<file path="config.mk">
export PLATFORM = sky130hd
export DESIGN_NAME = hmvip_backplane_port
export DESIGN_NICKNAME = d
export VERILOG_FILES = /design/src/rtl/hmvip_pkg.sv /design/src/rtl/hmvip_backplane_port.sv /design/src/rtl/hmvip_sync.sv
export SDC_FILE = /design/constraint.sdc
export NUM_CORES = 1
export LEC_CHECK = 0
export ABC_CLOCK_PERIOD_IN_PS = 2490
export BUFFER_PORTS_ARGS = -buffer_cell sky130_fd_sc_hd__buf_2
export CAP_MARGIN = 20
export CORE_ASPECT_RATIO = 1.25
export CORE_UTILIZATION = 56
export CTS_BUF_LIST = sky130_fd_sc_hd__clkbuf_2 sky130_fd_sc_hd__clkbuf_4 sky130_fd_sc_hd__clkbuf_8
export CTS_CLUSTER_SIZE = 28
export DETAILED_ROUTE_END_ITERATION = 8
export GPL_ROUTABILITY_DRIVEN = 0
export PLACE_DENSITY_LB_ADDON = 0.25
export SLEW_MARGIN = 15
export SYNTH_ARGS = -nofsm -noshare
export SYNTH_HDL_FRONTEND = slang
export SYNTH_HIERARCHICAL = 1
export SYNTH_SLANG_ARGS = --single-unit
</file>
<file path="constraint.sdc">
create_clock -name core_clk_i -period 2.49 [get_ports core_clk_i]
set_clock_uncertainty 0.15 [all_clocks]
set_input_delay 0.498 -clock core_clk_i [delete_from_list [all_inputs] [get_ports core_clk_i]]
set_output_delay 0.498 -clock core_clk_i [all_outputs]
set_load 0.05 [all_outputs]
</file>
<file path="src/rtl/hmvip_pkg.sv">
// Shared constants and carrier types for the multiplexed backplane port
`default_nettype none
package hmvip_pkg;
    // Frame layout
    localparam int unsigned SLOT_W        = 10;
    localparam int unsigned SLOTS         = 1024;
    localparam logic [9:0]  SLOT_FIRST    = 10'h000;
    localparam logic [9:0]  SLOT_LAST     = 10'h3ff;
    localparam logic [9:0]  SLOT_ONE      = 10'h001;
    // Slot index fields: timeslot in [9:5], line in [4:3], bit in [2:0]
    localparam int unsigned TS_MSB        = 9;
    localparam int unsigned TS_LSB        = 5;
    localparam int unsigned LINE_MSB      = 4;
    localparam int unsigned LINE_LSB      = 3;
    // Common signaling timeslots
    localparam logic [4:0]  T1_CCS_TS     = 5'h17;
    localparam logic [4:0]  E1_CCS_TS_A   = 5'h0f;
    localparam logic [4:0]  E1_CCS_TS_B   = 5'h10;
    localparam logic [4:0]  E1_CCS_TS_C   = 5'h1f;
    // Timing
    localparam int unsigned CORE_CLK_KHZ  = 25000;
    localparam int unsigned FRAME_US      = 125;
    localparam int unsigned FRAME_CYCLES  = (FRAME_US * CORE_CLK_KHZ) / 1000;
    localparam int unsigned FRAME_TIMEOUT = 2 * FRAME_CYCLES;
    localparam int unsigned WD_W          = 16;
    // Synchroniser depth
    localparam int unsigned SYNC_STAGES   = 2;

    // Receive access modes of the backplane side
    typedef enum logic [1:0] {
        RX_MODE_OTHER      = 2'b00,
        RX_MODE_SLAVE_FULL = 2'b01,
        RX_MODE_SLAVE_MUX  = 2'b11
    } rx_mode_t;

    // One bit slot of channel data and signaling
    typedef struct packed {
        logic data;
        logic cas;
        logic ccs;
    } slot_bits_t;

    // Inputs arriving from the backplane pins
    typedef struct packed {
        logic       bit_clk;
        logic       fp_clk;
        logic       frame_n;
        slot_bits_t tx;
    } link_in_t;

    localparam int unsigned LINK_IN_W = $bits(link_in_t);
endpackage : hmvip_pkg
`default_nettype wire

</file>
<file path="src/rtl/hmvip_backplane_port.sv">
// Common multiplexed backplane port: shared clocks, frame pulse, receive outputs
//
// Functional notes
// - All multiplexed streams timed to common bit clock
// - Each direction enables all three streams together
// - Both directions off: common clocks, pulse ignored
// - Frame pulse sampled on frame clock falling edge
// - Receive mux data carries four lines' channels
// - Receive outputs update every used rise
// - Common signaling: T1 CCS, E1 slots 15/16/31
// - Shared pin: mux data, optional CCS, else low
// - Associated signaling aligned with mux data slots
// - Associated pin shows line one data by default
// - Transmit mux inputs sampled every second rise
`default_nettype none
module hmvip_backplane_port
    import hmvip_pkg::*;
#(
    parameter int unsigned TIMEOUT_CYC = FRAME_TIMEOUT
) (
    // Clock and reset
    input  wire logic            core_clk_i,
    input  wire logic            srst_i,
    // Configuration
    input  var  rx_mode_t        rx_mode_i,
    input  wire logic            tx_mux_en_i,
    input  wire logic            e1_mode_i,
    input  wire logic            ccs_full_en_i,
    // Backplane pins, inputs
    input  wire logic            common_bit_clock_i,
    input  wire logic            frame_pulse_clock_i,
    input  wire logic            common_frame_pulse_n_i,
    input  wire logic            tx_muxed_channel_data_i,
    input  wire logic            tx_assoc_signaling_in_i,
    input  wire logic            tx_common_signaling_in_i,
    // Backplane pins, outputs
    output logic                 rx_muxed_channel_data_o,
    output logic                 rx_assoc_signaling_out_o,
    output logic                 rx_common_signaling_out_o,
    // Receive source side
    input  wire logic            rx_line_backplane_data_i,
    input  var  slot_bits_t      rx_src_i,
    output logic [SLOT_W-1:0]    rx_next_slot_o,
    output logic                 rx_slot_take_o,
    // Transmit sink side
    output slot_bits_t           tx_bits_o,
    output logic [SLOT_W-1:0]    tx_slot_o,
    output logic                 tx_valid_o,
    output logic                 tx_line_data_o,
    // Status
    output logic [SLOT_W-1:0]    slot_o,
    output logic                 frame_start_o,
    output logic                 align_err_o,
    output logic                 frame_absent_o
);
    link_in_t          pins_raw;
    link_in_t          pins;
    logic [LINK_IN_W-1:0] pins_vec;

    assign pins_raw.bit_clk = common_bit_clock_i;
    assign pins_raw.fp_clk  = frame_pulse_clock_i;
    assign pins_raw.frame_n = common_frame_pulse_n_i;
    assign pins_raw.tx.data = tx_muxed_channel_data_i;
    assign pins_raw.tx.cas  = tx_assoc_signaling_in_i;
    assign pins_raw.tx.ccs  = tx_common_signaling_in_i;

    hmvip_sync #(
        .WIDTH (LINK_IN_W)
    ) u_sync (
        .core_clk_i (core_clk_i),
        .srst_i     (srst_i),
        .async_i    (pins_raw),
        .sync_o     (pins_vec)
    );
    assign pins = link_in_t'(pins_vec);

    // Mode decode
    logic rx_mux;
    logic any_mux;
    assign rx_mux  = (rx_mode_i == RX_MODE_SLAVE_MUX);
    assign any_mux = rx_mux | tx_mux_en_i;

    // Edge detection and slot timing state
    logic              bit_clk_q;
    logic              bit_clk_d;
    logic              fp_clk_q;
    logic              fp_clk_d;
    logic              phase_q;
    logic              phase_d;
    logic              restart_q;
    logic              restart_d;
    logic              seen_q;
    logic              seen_d;
    logic [SLOT_W-1:0] slot_q;
    logic [SLOT_W-1:0] slot_d;
    logic              fstart_q;
    logic              fstart_d;
    logic              aerr_q;
    logic              aerr_d;
    logic [WD_W-1:0]   wd_q;
    logic [WD_W-1:0]   wd_d;
    logic              absent_q;
    logic              absent_d;

    logic              bit_rise;
    logic              fp_fall;
    logic              phase_now;
    logic              used_edge;
    logic              pulse_seen;
    logic [SLOT_W-1:0] next_slot;

    always_comb begin
        bit_rise   = pins.bit_clk & ~bit_clk_q;
        fp_fall    = ~pins.fp_clk & fp_clk_q;
        // Frame clock fall fixes the phase of the used bit clock rises
        phase_now  = fp_fall ? 1'b0 : phase_q;
        used_edge  = any_mux & bit_rise & ~phase_now;
        pulse_seen = any_mux & fp_fall & ~pins.frame_n;
        next_slot  = restart_q ? SLOT_FIRST : slot_q + SLOT_ONE;

        bit_clk_d  = pins.bit_clk;
        fp_clk_d   = pins.fp_clk;
        phase_d    = phase_q;
        restart_d  = restart_q;
        seen_d     = seen_q;
        slot_d     = slot_q;
        fstart_d   = 1'b0;
        aerr_d     = 1'b0;
        wd_d       = wd_q;
        absent_d   = absent_q;

        if (any_mux) begin
            phase_d = bit_rise ? ~phase_now : phase_now;
        end
        if (used_edge) begin
            slot_d    = next_slot;
            restart_d = 1'b0;
            fstart_d  = restart_q;
            aerr_d    = seen_q & ~restart_q & (slot_q == SLOT_LAST);
        end
        if (pulse_seen) begin
            restart_d = 1'b1;
            seen_d    = 1'b1;
        end
        // Watchdog for a missing frame pulse
        if (!any_mux) begin
            wd_d     = '0;
            absent_d = 1'b0;
        end else if (pulse_seen) begin
            wd_d     = '0;
            absent_d = 1'b0;
        end else if (wd_q >= WD_W'(TIMEOUT_CYC)) begin
            absent_d = 1'b1;
        end else begin
            wd_d     = wd_q + WD_W'(1);
        end

        if (srst_i) begin
            bit_clk_d = 1'b0;
            fp_clk_d  = 1'b0;
            phase_d   = 1'b0;
            restart_d = 1'b0;
            seen_d    = 1'b0;
            slot_d    = SLOT_FIRST;
            fstart_d  = 1'b0;
            aerr_d    = 1'b0;
            wd_d      = '0;
            absent_d  = 1'b0;
        end
    end

    always_ff @(posedge core_clk_i) begin
        bit_clk_q <= bit_clk_d;
        fp_clk_q  <= fp_clk_d;
        phase_q   <= phase_d;
        restart_q <= restart_d;
        seen_q    <= seen_d;
        slot_q    <= slot_d;
        fstart_q  <= fstart_d;
        aerr_q    <= aerr_d;
        wd_q      <= wd_d;
        absent_q  <= absent_d;
    end

    // Common signaling slot selection
    logic [4:0] next_ts;
    logic       ccs_keep;

    always_comb begin
        next_ts  = next_slot[TS_MSB:TS_LSB];
        if (e1_mode_i) begin
            ccs_keep = (next_ts == E1_CCS_TS_A) | (next_ts == E1_CCS_TS_B)
                     | (next_ts == E1_CCS_TS_C);
        end else begin
            ccs_keep = (next_ts == T1_CCS_TS);
        end
    end

    // Receive output state
    slot_bits_t rx_q;
    slot_bits_t rx_d;
    logic       mux_pin_q;
    logic       mux_pin_d;
    logic       cas_pin_q;
    logic       cas_pin_d;
    logic       ccs_pin_q;
    logic       ccs_pin_d;

    always_comb begin
        rx_d = rx_q;
        if (used_edge && rx_mux) begin
            rx_d.data = rx_src_i.data;
            rx_d.cas  = rx_src_i.cas;
            rx_d.ccs  = rx_src_i.ccs & ccs_keep;
        end else if (!rx_mux && (rx_mode_i != RX_MODE_SLAVE_FULL)) begin
            rx_d = '0;
        end else if (used_edge) begin
            rx_d.ccs = rx_src_i.ccs & ccs_keep;
        end

        // Pin selection by receive mode
        if (rx_mux) begin
            mux_pin_d = rx_d.data;
        end else if ((rx_mode_i == RX_MODE_SLAVE_FULL) && ccs_full_en_i) begin
            mux_pin_d = rx_d.ccs;
        end else begin
            mux_pin_d = 1'b0;
        end

        cas_pin_d = rx_mux ? rx_d.cas : rx_line_backplane_data_i;
        ccs_pin_d = rx_mux ? rx_d.ccs : 1'b0;

        if (srst_i) begin
            rx_d      = '0;
            mux_pin_d = 1'b0;
            cas_pin_d = 1'b0;
            ccs_pin_d = 1'b0;
        end
    end

    always_ff @(posedge core_clk_i) begin
        rx_q      <= rx_d;
        mux_pin_q <= mux_pin_d;
        cas_pin_q <= cas_pin_d;
        ccs_pin_q <= ccs_pin_d;
    end

    // Transmit capture state
    slot_bits_t        tx_q;
    slot_bits_t        tx_d;
    logic [SLOT_W-1:0] tx_slot_q;
    logic [SLOT_W-1:0] tx_slot_d;
    logic              tx_vld_q;
    logic              tx_vld_d;
    logic              tx_ln_q;
    logic              tx_ln_d;

    always_comb begin
        tx_d      = tx_q;
        tx_slot_d = tx_slot_q;
        tx_vld_d  = 1'b0;
        tx_ln_d   = tx_mux_en_i ? 1'b0 : pins.tx.cas;
        if (used_edge && tx_mux_en_i) begin
            tx_d      = pins.tx;
            tx_slot_d = next_slot;
            tx_vld_d  = 1'b1;
        end
        if (srst_i) begin
            tx_d      = '0;
            tx_slot_d = SLOT_FIRST;
            tx_vld_d  = 1'b0;
            tx_ln_d   = 1'b0;
        end
    end

    always_ff @(posedge core_clk_i) begin
        tx_q      <= tx_d;
        tx_slot_q <= tx_slot_d;
        tx_vld_q  <= tx_vld_d;
        tx_ln_q   <= tx_ln_d;
    end

    // Outputs
    assign rx_muxed_channel_data_o   = mux_pin_q;
    assign rx_assoc_signaling_out_o  = cas_pin_q;
    assign rx_common_signaling_out_o = ccs_pin_q;
    assign rx_next_slot_o            = next_slot;
    assign rx_slot_take_o            = used_edge;
    assign tx_bits_o                 = tx_q;
    assign tx_slot_o                 = tx_slot_q;
    assign tx_valid_o                = tx_vld_q;
    assign tx_line_data_o            = tx_ln_q;
    assign slot_o                    = slot_q;
    assign frame_start_o             = fstart_q;
    assign align_err_o               = aerr_q;
    assign frame_absent_o            = absent_q;
endmodule : hmvip_backplane_port
`default_nettype wire

</file>
<file path="src/rtl/hmvip_sync.sv">
// Two flip-flop synchroniser for a bundle of asynchronous levels
`default_nettype none
module hmvip_sync #(
    parameter int unsigned WIDTH = 1
) (
    // Clock and reset
    input  wire logic             core_clk_i,
    input  wire logic             srst_i,
    // Levels
    input  wire logic [WIDTH-1:0] async_i,
    output logic      [WIDTH-1:0] sync_o
);
    logic [WIDTH-1:0] meta_q;
    logic [WIDTH-1:0] meta_d;
    logic [WIDTH-1:0] sync_q;
    logic [WIDTH-1:0] sync_d;

    always_comb begin
        meta_d = async_i;
        sync_d = meta_q;
        if (srst_i) begin
            meta_d = '0;
            sync_d = '0;
        end
    end

    always_ff @(posedge core_clk_i) begin
        meta_q <= meta_d;
        sync_q <= sync_d;
    end

    assign sync_o = sync_q;
endmodule : hmvip_sync
`default_nettype wire

</file>
# --- After elaboration in Yosys (flattened, before gate mapping) ---
# Cells that the tools add are included.
totals:
  romBits: 0
  register_bits: 67
  ramBits: 0
  out_inout_bits: 42
  in_bits: 17
  wordCells: 79
  memories: 0
  latchBits: 0
op_classes:
  bitwise: 20
  add_sub_neg: 2
  n_eq_ne: 8
  n_reduce_logical: 10
  n_mul: 0
  n_lt_le_gt_ge: 1
  div_mod_pow: 0
  shifts: 0
  mux: 14
op_table:
  columns: ["op", "count"]
  rows:
  - ["16-bit by 1-bit adder with 16-bit output, second input constant", 1]
  - ["16-bit by 13-bit >= comparator with 1-bit output, second input constant", 1]
  - ["5-bit equality test, second input constant", 3]
  - ["1-bit two-way mux", 11]
  - ["10-bit by 1-bit adder with 10-bit output, second input constant", 1]
  - ["10-bit equality test, second input constant", 1]
  - ["10-bit two-way mux", 1]
  - ["1-bit AND", 9]
  - ["1-bit inverter", 8]
  - ["2-bit OR reduction", 3]
  - ["5-bit by 4-bit equality test with 1-bit output, second input constant", 1]
  - ["1-bit logical AND", 4]
  - ["3-bit two-way mux", 1]
  - ["1-bit bitwise OR", 3]
  - ["3-bit OR reduction", 1]
  - ["2-bit by 1-bit equality test with 1-bit output, second input constant", 1]
  - ["2-bit equality test, second input constant", 1]
  - ["2-bit two-way mux", 1]
  - ["2-bit by 1-bit inequality test with 1-bit output, second input constant", 1]
  - ["2-bit nonzero test", 1]
  - ["1-bit logical NOT", 1]

# --- Depth between registers and ports, before layout ---
# Gate-level depths: netlist of the first run.
depth:
  ltp_word: 12
  ltp_mapped: 8
  ltp_nobuf: 7

# --- By module ---
# Netlist of the first run, hierarchy kept.
by_module_without_submodules:
  columns: ["mod", "seq_area_each_um2", "area_each_um2", "cells_per_inst", "instances"]
  rows:
  - ["hmvip_backplane_port", 1101.1, 2551.2, 322, 1]
  - ["hmvip_sync", 240.2, 366.6, 25, 1]

# --- Worst setup path after synthesis of the first run ---
# No wires, ideal clock.
synth_timing:
  path_kind: "register -> output"
  start: "register slot_q[3], in the netlist slot_o[3]"
  end: "output port rx_next_slot_o[7]"
  arrival_time_ps: 2448
  t_required_ps: 1842
  stages_incl_launch_ff: 5
  slack_ps: -606
  path_cell_list: "dfxtp_1 clkbuf_2 nand3_1 or4_1 a21oi_1"
synth_between:
  elab_chain_cells: 2
synth_rtl:
  columns: ["item", "line_no", "rtl"]
  rows:
  - ["start: declaration", "hmvip_backplane_port.sv:94", "logic [SLOT_W-1:0] slot_q;"]
  - ["start signal: assignment", "hmvip_backplane_port.sv:178", "slot_q <= slot_d;"]
  - ["10-bit by 1-bit adder with 10-bit output", "hmvip_backplane_port.sv:119", "next_slot = restart_q ? SLOT_FIRST : slot_q + SLOT_ONE;"]
  - ["10-bit two-way mux", "hmvip_backplane_port.sv:119", null]
  - ["end: declaration", "hmvip_backplane_port.sv:43", "output logic [SLOT_W-1:0] rx_next_slot_o,"]
# No other way between the ends.

# --- Final worst setup path of the first run ---
layout_timing:
  start: "register slot_q[7], in the netlist slot_o[7]"
  end: "output port rx_next_slot_o[9]"
# The elaborated chain is that of the path after synthesis.

==> results of run 1 <==
[stage by stage]
step,std cells,instance area (um^2),power [mW],setup TNS [ps],hold WS [ps]
4_1_cts,473,3570,2.188,0,200.0
3_5_place_dp,458,3311,1.249,0,272.5
5_1_grt,474,3612,2.231,-38.61,214.7
6_report,474,3612,2.167,0,206.8
3_3_place_gp,458,3311,1.246,0,266.9
2_1_floorplan,347,2964,1.208,-125.4,264.8
[where the power goes]
group          switching [mW]  internal, mW
sequential             0.0101          1.08
combinational          0.0821        0.0450
clock                   0.398         0.550
total                   0.490          1.68
[placed cells by master (no fill, tap or decap), types with 8 or more instances in the layout]
cell type / count
buf_4: 12
nor2_1: 15
nand2_1: 65
o21ai_0: 12
and2_1: 11
nand3_1: 8
clkbuf_8: 9
a21oi_1: 36
inv_1: 9
dfxtp_1: 58
nor2b_2: 9
buf_2: 54
or3_1: 10
[area by class of cell]
cell class	instances	area, um^2	share of cell area (%)
multi-input cells	252	1524	42.19
flip-flops and latches	67	1368	37.86
repair buffers	70	405.4	11.22
clock buffers	9	123.9	3.429
clock inverters	5	80.08	2.217
well taps	62	77.57	2.148
inverters	9	33.78	0.9352
[final timing paths]
kind | startpoint | end | slack (ps) | depth (start not counted)
worst min-delay path | frame_pulse_clock_i | u_sync/meta_q[4] | 210 | 2
worst min register to register | u_sync/meta_q[2] | u_sync/sync_o[2] | 290 | 1
worst max-delay path | slot_o[7] | rx_next_slot_o[9] | 50 | 4
worst max register to register | wd_q[0] | wd_q[6] | 290 | 7
[per-layer routing]
metal	GRT usage (%)	vias up
met3	5.632	14
li1	-	1334
met1	27.58	1272
met5	0	-
met2	44.24	68
met4	12.98	0
[repair_timing]
item,CTS,global route
resized for setup,17,9
buffers inserted,1,1
cloned,0,0
endpoints found under the setup margin,4,6
pin swaps,1,2
[flip-flops by register name, indices dropped and copies added (netlist names), 3 cells and up]
signal and cells:
tx_bits_o 3, rx_q 3, u_sync/meta_q 6, tx_slot_o 10
slot_o 10, u_sync/sync_o 6, wd_q 16
[logic make-up after synthesis]
family	count (synthesis)	synth area share, %
buf+inv	28	4.459
flops	67	45.97
xor+xnor	7	2.101
fa+ha+maj	3	1.287
compound gates	83	17.45
mux	2	0.7290
simple gates	157	28.00
==> results.cfg, run 1 <==
[pwr]
power.density_mw_per_mm2 = 600.0
power_leakage_nw = 1.408
vdd_drop_max_mv = 0.4707

[logic_synthesis]
synth_area_leaders = dfxtp_1, nand2_1, a21oi_1, nor2b_2, and2_1
synth_cell_type_count = 51
yosysMostFrequentCell = dfxtp_1
yosysWarnings = 6
ys.flop_type = dfxtp_1
syn_area_per_cell_um2 = 8.409
synth-async-reset-ratio_pct = 0
synthDominantCellAreaShare_pct = 45.97
synthCells = 347
synth.largest_area_cell = dfxtp_1
synth_seq_cells = 67
yosysSeqAreaShare_pct = 45.97
syn_area_mm2 = 0.002918
synth_edf_count = 0
synth_nets = 367
synth_common_cells = dfxtp_1, nand2_1, a21oi_1

[timing]
relSlewSlack_pct = 50.51
fin_crit_sh_pct = 98.00
fmax_mhz = 409.8
drv_slew = 0
hold_violations = 0
setup_slack_ps = 49.85
finalWorstPathRequiredPeriod_ps = 2440
tightest_slew_ps = 738.9
setup_violations = 0

[setup_path]
path_max_fanout = 10
cp_top_family = simple AND/OR/NAND/NOR gates
critPathRequiredTime_ps = 1840
crit_type = reg2out
cpPeakStageDelay_ps = 550
critical_path_arrival_ps = 1790
critPathCaptureType = primary output
crit_path_top_delay_cell = or4_4
worst-path-buf-inv = 1
crit_chain = nand3_2 > or4_4 > a21oi_4 > buf_6
start_kind = flip-flop

[detailed_routing]
route.met2.wl_um = 3455
ant_nets = 0
route.vias.total = 2688
first_iter_violations = 118
drc = 0
wl_met3_um = 331
wl_met1_um = 2835
wirelength_um = 6757
drtPass1Iterations = 4
drt-wirelength-per-cell_um = 14.26
highest_layer = met4
vias_per_cell = 5.671

[global_route]
grt_usage_pct = 24.99
grt_pass1_vias = 2436
grt_antenna_before_repair = 0
overflow = 0
grt_pass1_wl_um = 10410
grt_max_degree = 43

[clock_tree]
cts_sinks = 67
cts.reportedPaths.clkPinSlew_ps = 70
cts_buffers = 9
htree_levels = 3
cts_buffer_depth = 2
holdBufCountCts = 0
worstSkewPairLatency_ps = 350
cts_tree = yes
cts_root_buf = clkbuf_8

[placed_design]
port_buffers = 58
dp_slack_ps = 206.4
dp_hpwl_um = 4603

[finish]
drive_gt1_share_pct = 29.61
fill_cells = 397
areaGrowthSynthToFinish_pct = 23.80
antenna_cells = 0
layout.nets = 429
finish.utilization_pct = 71.62

[floorplanning]
io_pins = 59
die_x_um = 66.56
die-area_mm2 = 0.005505
initial_core_util_pct = 57.85
core_area_mm2 = 0.005044
die_h_um = 82.71
rows = 29

[run]
cap_violations = 0

[hold_path]
hold_class = in2reg

[outcome]
status = finished, final reports clean
(Power assumes the default switching activity.)
==> run 2: changes to the inputs <==
--- a/config.mk
+++ b/config.mk
@@ -8,8 +8,8 @@
 export ABC_CLOCK_PERIOD_IN_PS = 2490
 export BUFFER_PORTS_ARGS = -buffer_cell sky130_fd_sc_hd__buf_2
 export CAP_MARGIN = 20
-export CORE_ASPECT_RATIO = 1.25
-export CORE_UTILIZATION = 56
+export CORE_ASPECT_RATIO = 0.9
+export CORE_UTILIZATION = 55
 export CTS_BUF_LIST = sky130_fd_sc_hd__clkbuf_2 sky130_fd_sc_hd__clkbuf_4 sky130_fd_sc_hd__clkbuf_8
 export CTS_CLUSTER_SIZE = 28
 export DETAILED_ROUTE_END_ITERATION = 8
==> run 2 against run 1 <==
  * Wire length is essentially flat
  * Setup slack improved by 27 ps
  * Count of clock-buffer cells in the layout unchanged
  * Largest cell class unchanged
  * Largest power group unchanged
  * Sequential cell count is the same
  * Hold slack better by 17 ps
  * Critical path depth unchanged
  * Design area fell by 0.42%
  * Die area grew 1.7%
==> results.cfg, run 2 (synthesis results as in run 1) <==
[timing]
hold_slack_ps = 223.9
hold_violations = 0
rsz0062_at_grt = false
relSlewSlack_pct = 46.39
fmax_mhz = 414.4
tightest_slew_ps = 800.4
setup_violations = 0
setup_slack_ps = 77.10
drv_slew = 0
finalWorstPathRequiredPeriod_ps = 2413
fin_crit_sh_pct = 96.90

[hold_path]
hold_class = in2reg
worstHoldStart = tx_assoc_signaling_in_i
hold_depth = 2
min_to = u_sync/meta_q[1]

[setup_path]
crit_start = slot_o[2]
start_kind = flip-flop
rr_endpoint = wd_q[6]
ff2ff_setup_slack_ps = 220
crit_type = reg2out
critPathCaptureType = primary output
r2r_start = wd_q[1]
critPathRequiredTime_ps = 1840
critical_path_arrival_ps = 1760
path_max_fanout = 9
ff2ff_path_depth = 5

[placed_design]
port_buffers = 58
dp_slack_ps = 200.1
dp_hpwl_um = 4719

[floorplanning]
die_x_um = 78.78
io_pins = 59
rows = 24
core_area_mm2 = 0.004985
initial_core_util_pct = 58.53
die-area_mm2 = 0.005601
die_h_um = 71.10

[finish]
finish.utilization_pct = 72.16
antenna_cells = 0
largest_reg_flops = 16
top_register = wd_q
fill_cells = 404
drive_gt1_share_pct = 29.95
final_cell_mix = nand2_1, dfxtp_1, buf_2
final_common_cell = nand2_1
layout.nets = 429
areaGrowthSynthToFinish_pct = 23.28

[detailed_routing]
drt-wirelength-per-cell_um = 14.09
drc = 0
route.vias.total = 2720
ant_nets = 0
wirelength_um = 6751
drtPass1Iterations = 5
vias_per_cell = 5.678
first_iter_violations = 229

[pwr]
power.density_mw_per_mm2 = 558.4
switching_power_uw = 517.4
seq_power_share_pct = 54.4
switching_share_pct = 25.76
vdd_drop_max_mv = 0.5161
p_int_mw = 1.491
comb_power_share_pct = 6.3
p_clk_share_pct = 39.3
power_leakage_nw = 1.403

[clock_tree]
cts.reportedPaths.clkPinSlew_ps = 80
cts_root_buf = clkbuf_8
cts_tree = yes
htree_levels = 3
cts_sinks = 67
cts_buffers = 9
worstSkewPairLatency_ps = 330
cts_buffer_depth = 2
holdBufCountCts = 0

[global_route]
grt_pass1_wl_um = 11340
grt_pass1_vias = 2434
grt_usage_pct = 25.89
grt_max_degree = 44
grt_antenna_before_repair = 0
overflow = 0

[outcome]
status = finished, final reports clean

[run]
cap_violations = 0
-- run 2: changes by cell type in the layout (fill, tap and decap cells not counted), sizes merged --
cell	delta
clkinv	+2
bufinv	-2
inv	+2
-- run 2: area by class of cell --
type	count	area (um^2)	share of cell area [%]
timing repair buffer	70	411.6	11.44
clock inverter	7	51.30	1.426
inverter	9	33.78	0.9391
sequential	67	1368	38.02
multi-input combinational	252	1528	42.47
clock buffer	9	123.9	3.443
tap	65	81.33	2.261
-- run 2: stage by stage --
stage          area, um^2  TNS, ps  instances  power, mW
4_1_cts              3525        0        475      2.029
2_1_floorplan        2964   -125.4        347      1.208
3_3_place_gp         3299        0        459      1.245
6_report             3597        0        479      2.009
5_1_grt              3597        0        479      2.090
3_5_place_dp         3299        0        459      1.248
-- run 2: power by group through the flow --
stage	Clock [mW]	Sequential (mW)	Combinational, mW
4_1_cts	0.808	1.09	0.127
2_1_floorplan	0	1.13	0.0751
3_3_place_gp	0	1.12	0.123
5_1_grt	0.857	1.09	0.140
6_report	0.789	1.09	0.127
3_5_place_dp	0	1.12	0.125
-- run 2: layer usage --
metal / global-route usage (%) / part of all wire, %
met1: 37.06 / 47
met2: 37.87 / 45
met3: 7.613 / 7.2
met4: 6.996 / 0.76
met5: 0 / 0
-- run 2: timing repair --
item                                    CTS  global route
pin swaps                                 0             2
endpoints found under the setup margin    5             6
setup buffers                             0             4
gates resized for setup                  18            12
-- run 2: worst max path at each step --
| stage | endpoint |
|---|---|
| CTS | rx_next_slot_o[8] |
| floorplan | rx_next_slot_o[7] |
| finish | rx_next_slot_o[7] |
| detailed placement | rx_next_slot_o[9] |
| global placement | rx_next_slot_o[9] |
| global route | rx_next_slot_o[7] |
-- run 2: worst max-delay path, stage by stage (launching register included) --
cell and delay, ps:
dfxtp_4 400, nand3_1 110, or4_4 540, a21oi_4 200, buf_6 180
==> run 3: changes to the inputs <==
--- a/config.mk
+++ b/config.mk
@@ -5,7 +5,7 @@
 export SDC_FILE = /design/constraint.sdc
 export NUM_CORES = 1
 export LEC_CHECK = 0
-export ABC_CLOCK_PERIOD_IN_PS = 2490
+export ABC_CLOCK_PERIOD_IN_PS = 2650
 export BUFFER_PORTS_ARGS = -buffer_cell sky130_fd_sc_hd__buf_2
 export CAP_MARGIN = 20
 export CORE_ASPECT_RATIO = 0.9
==> constraint.sdc (replaced) <==
create_clock -name core_clk_i -period 2.65 [get_ports core_clk_i]
set_clock_uncertainty 0.15 [all_clocks]
set_input_delay 0.1325 -clock core_clk_i [delete_from_list [all_inputs] [get_ports core_clk_i]]
set_output_delay 0.1325 -clock core_clk_i [all_outputs]
set_load 0.05 [all_outputs]
==> run 3 against run 2 <==
  * Sequential power fell by 6%
  * Sequential cell count is the same
  * Critical path type unchanged
  * Register-to-register slack gained 180 ps
  * Hold slack worse by 180 ps
  * Highest routed layer unchanged
==> results.cfg, run 3 (synthesis results as in run 1) <==
[timing]
drv_slew = 0
finalWorstPathRequiredPeriod_ps = 2493
fin_crit_sh_pct = 94.09
fmax_mhz = 401.0
rsz0062_at_grt = false
hold_violations = 0
setup_violations = 0
relSlewSlack_pct = 45.70
setup_slack_ps = 156.5
tightest_slew_ps = 810.8
hold_slack_ps = 43.05
setup_tns_ps = 0

[detailed_routing]
drt-wirelength-per-cell_um = 14.18
first_iter_violations = 180
vias_per_cell = 5.639
route.vias.total = 2746
ant_nets = 0
drc = 0
wirelength_um = 6907
drtPass1Iterations = 5

[pwr]
p_total_mw = 2.117
power_leakage_nw = 1.442
power.density_mw_per_mm2 = 584.7
vdd_drop_max_mv = 0.5572

[clock_tree]
cts_buffer_depth = 2
post-cts-setup-buffers = 0
cts_buffers = 9
cts_sinks = 67
worstSkewPairLatency_ps = 350
cts.reportedPaths.clkPinSlew_ps = 70
cts_tree = yes
cts_root_buf = clkbuf_8
htree_levels = 3

[floorplanning]
die-area_mm2 = 0.005601
initial_core_util_pct = 58.53
core_area_mm2 = 0.004985
io_pins = 59
die_h_um = 71.10
die_x_um = 78.78
rows = 24

[run]
cap_violations = 0

[finish]
antenna_cells = 0
layout.nets = 437
fin_area_mm2 = 0.003621
multi_input_area_mm2 = 0.001461
top_register = wd_q
final_cell_mix = nand2_1, dfxtp_1, buf_2
areaGrowthSynthToFinish_pct = 24.10
drive_gt1_share_pct = 24.64
largest_reg_flops = 16
seqCellArea_mm2 = 0.001345
final_common_cell = nand2_1
fill_cells = 401

[global_route]
grt_pass1_vias = 2495
grt_max_degree = 39
overflow = 0
grt_usage_pct = 26.23
grt_pass1_wl_um = 11430
grt_antenna_before_repair = 0

[placed_design]
port_buffers = 58
dp_slack_ps = 453.6
placed_area_mm2 = 0.003256
dp_hpwl_um = 4584

[setup_path]
critical_path_arrival_ps = 2210
critPathRequiredTime_ps = 2370
critPathCaptureType = primary output
path_max_fanout = 10
crit_type = reg2out
start_kind = flip-flop

[outcome]
status = finished, final reports clean

[hold_path]
hold_class = in2reg
run 3: cell count changes in the layout (fill, tap and decap cells not counted), moves of 2 or more:
cell	before	now
or4_4	2	0
buf_6	5	0
dlygate4sd3_1	0	14
bufinv_16	0	2
dfxtp_1	58	64
buf_4	12	6
a21oi_4	3	0
or4_1	3	5
dfxtp_4	6	0
clkinvlp_4	2	0
buf_2	53	58
a21oi_2	1	4
run 3: final timing paths:
path / start / end / slack, ps / cells past startpoint
worst min-delay path: rx_src_i[0] / rx_muxed_channel_data_o / 40 / 5
worst min register to register: u_sync/sync_o[0] / tx_bits_o[0] / 290 / 2
worst max-delay path: slot_o[7] / rx_next_slot_o[9] / 160 / 4
worst max register to register: slot_o[0] / rx_common_signaling_out_o / 400 / 6
run 3: area by class of cell:
class	count	area share, %
Tap cell	65	2.246
Clock inverter	7	2.764
Timing Repair Buffer	78	13.13
Multi-Input combinational cell	252	40.36
Sequential cell	67	37.15
Inverter	9	0.9330
Clock buffer	9	3.421
run 3: power breakdown:
group | switching (mW) | total [mW] | internal (mW)
Clock | 0.414 | 0.952 | 0.537
Combinational | 0.0804 | 0.133 | 0.0527
Sequential | 0.00978 | 1.03 | 1.02
Total | 0.504 | 2.12 | 1.61
run 3: repair_timing:
| item | in CTS | in global routing |
|---|---|---|
| endpoints found under the setup margin | 0 | 1 |
| endpoints found under the hold margin | 17 | 0 |
| resized for setup | 0 | 1 |
| hold buffers | 14 | 0 |
run 3: stage by stage:
stage / util (%) / std cells
floorplan: - / 347
global placement: 65.31 / 457
detailed placement: 65.31 / 457
CTS: 72.62 / 487
global route: 72.64 / 487
finish: 72.64 / 487
run 3: critical path: stages, from the launching register on:
cell     delay (ps)
dfxtp_1         530
nand3_1         220
or4_1           560
a21oi_2         250
buf_2           310
run 3: routing by layer:
layer  up-vias  track usage (%)  part of all wire (%)
met5         -                0                     0
met4         0            11.52                   2.0
met3        18            6.452                   7.6
met1      1251            34.95                    47
li1       1351                -                     -
met2       126            40.29                    43
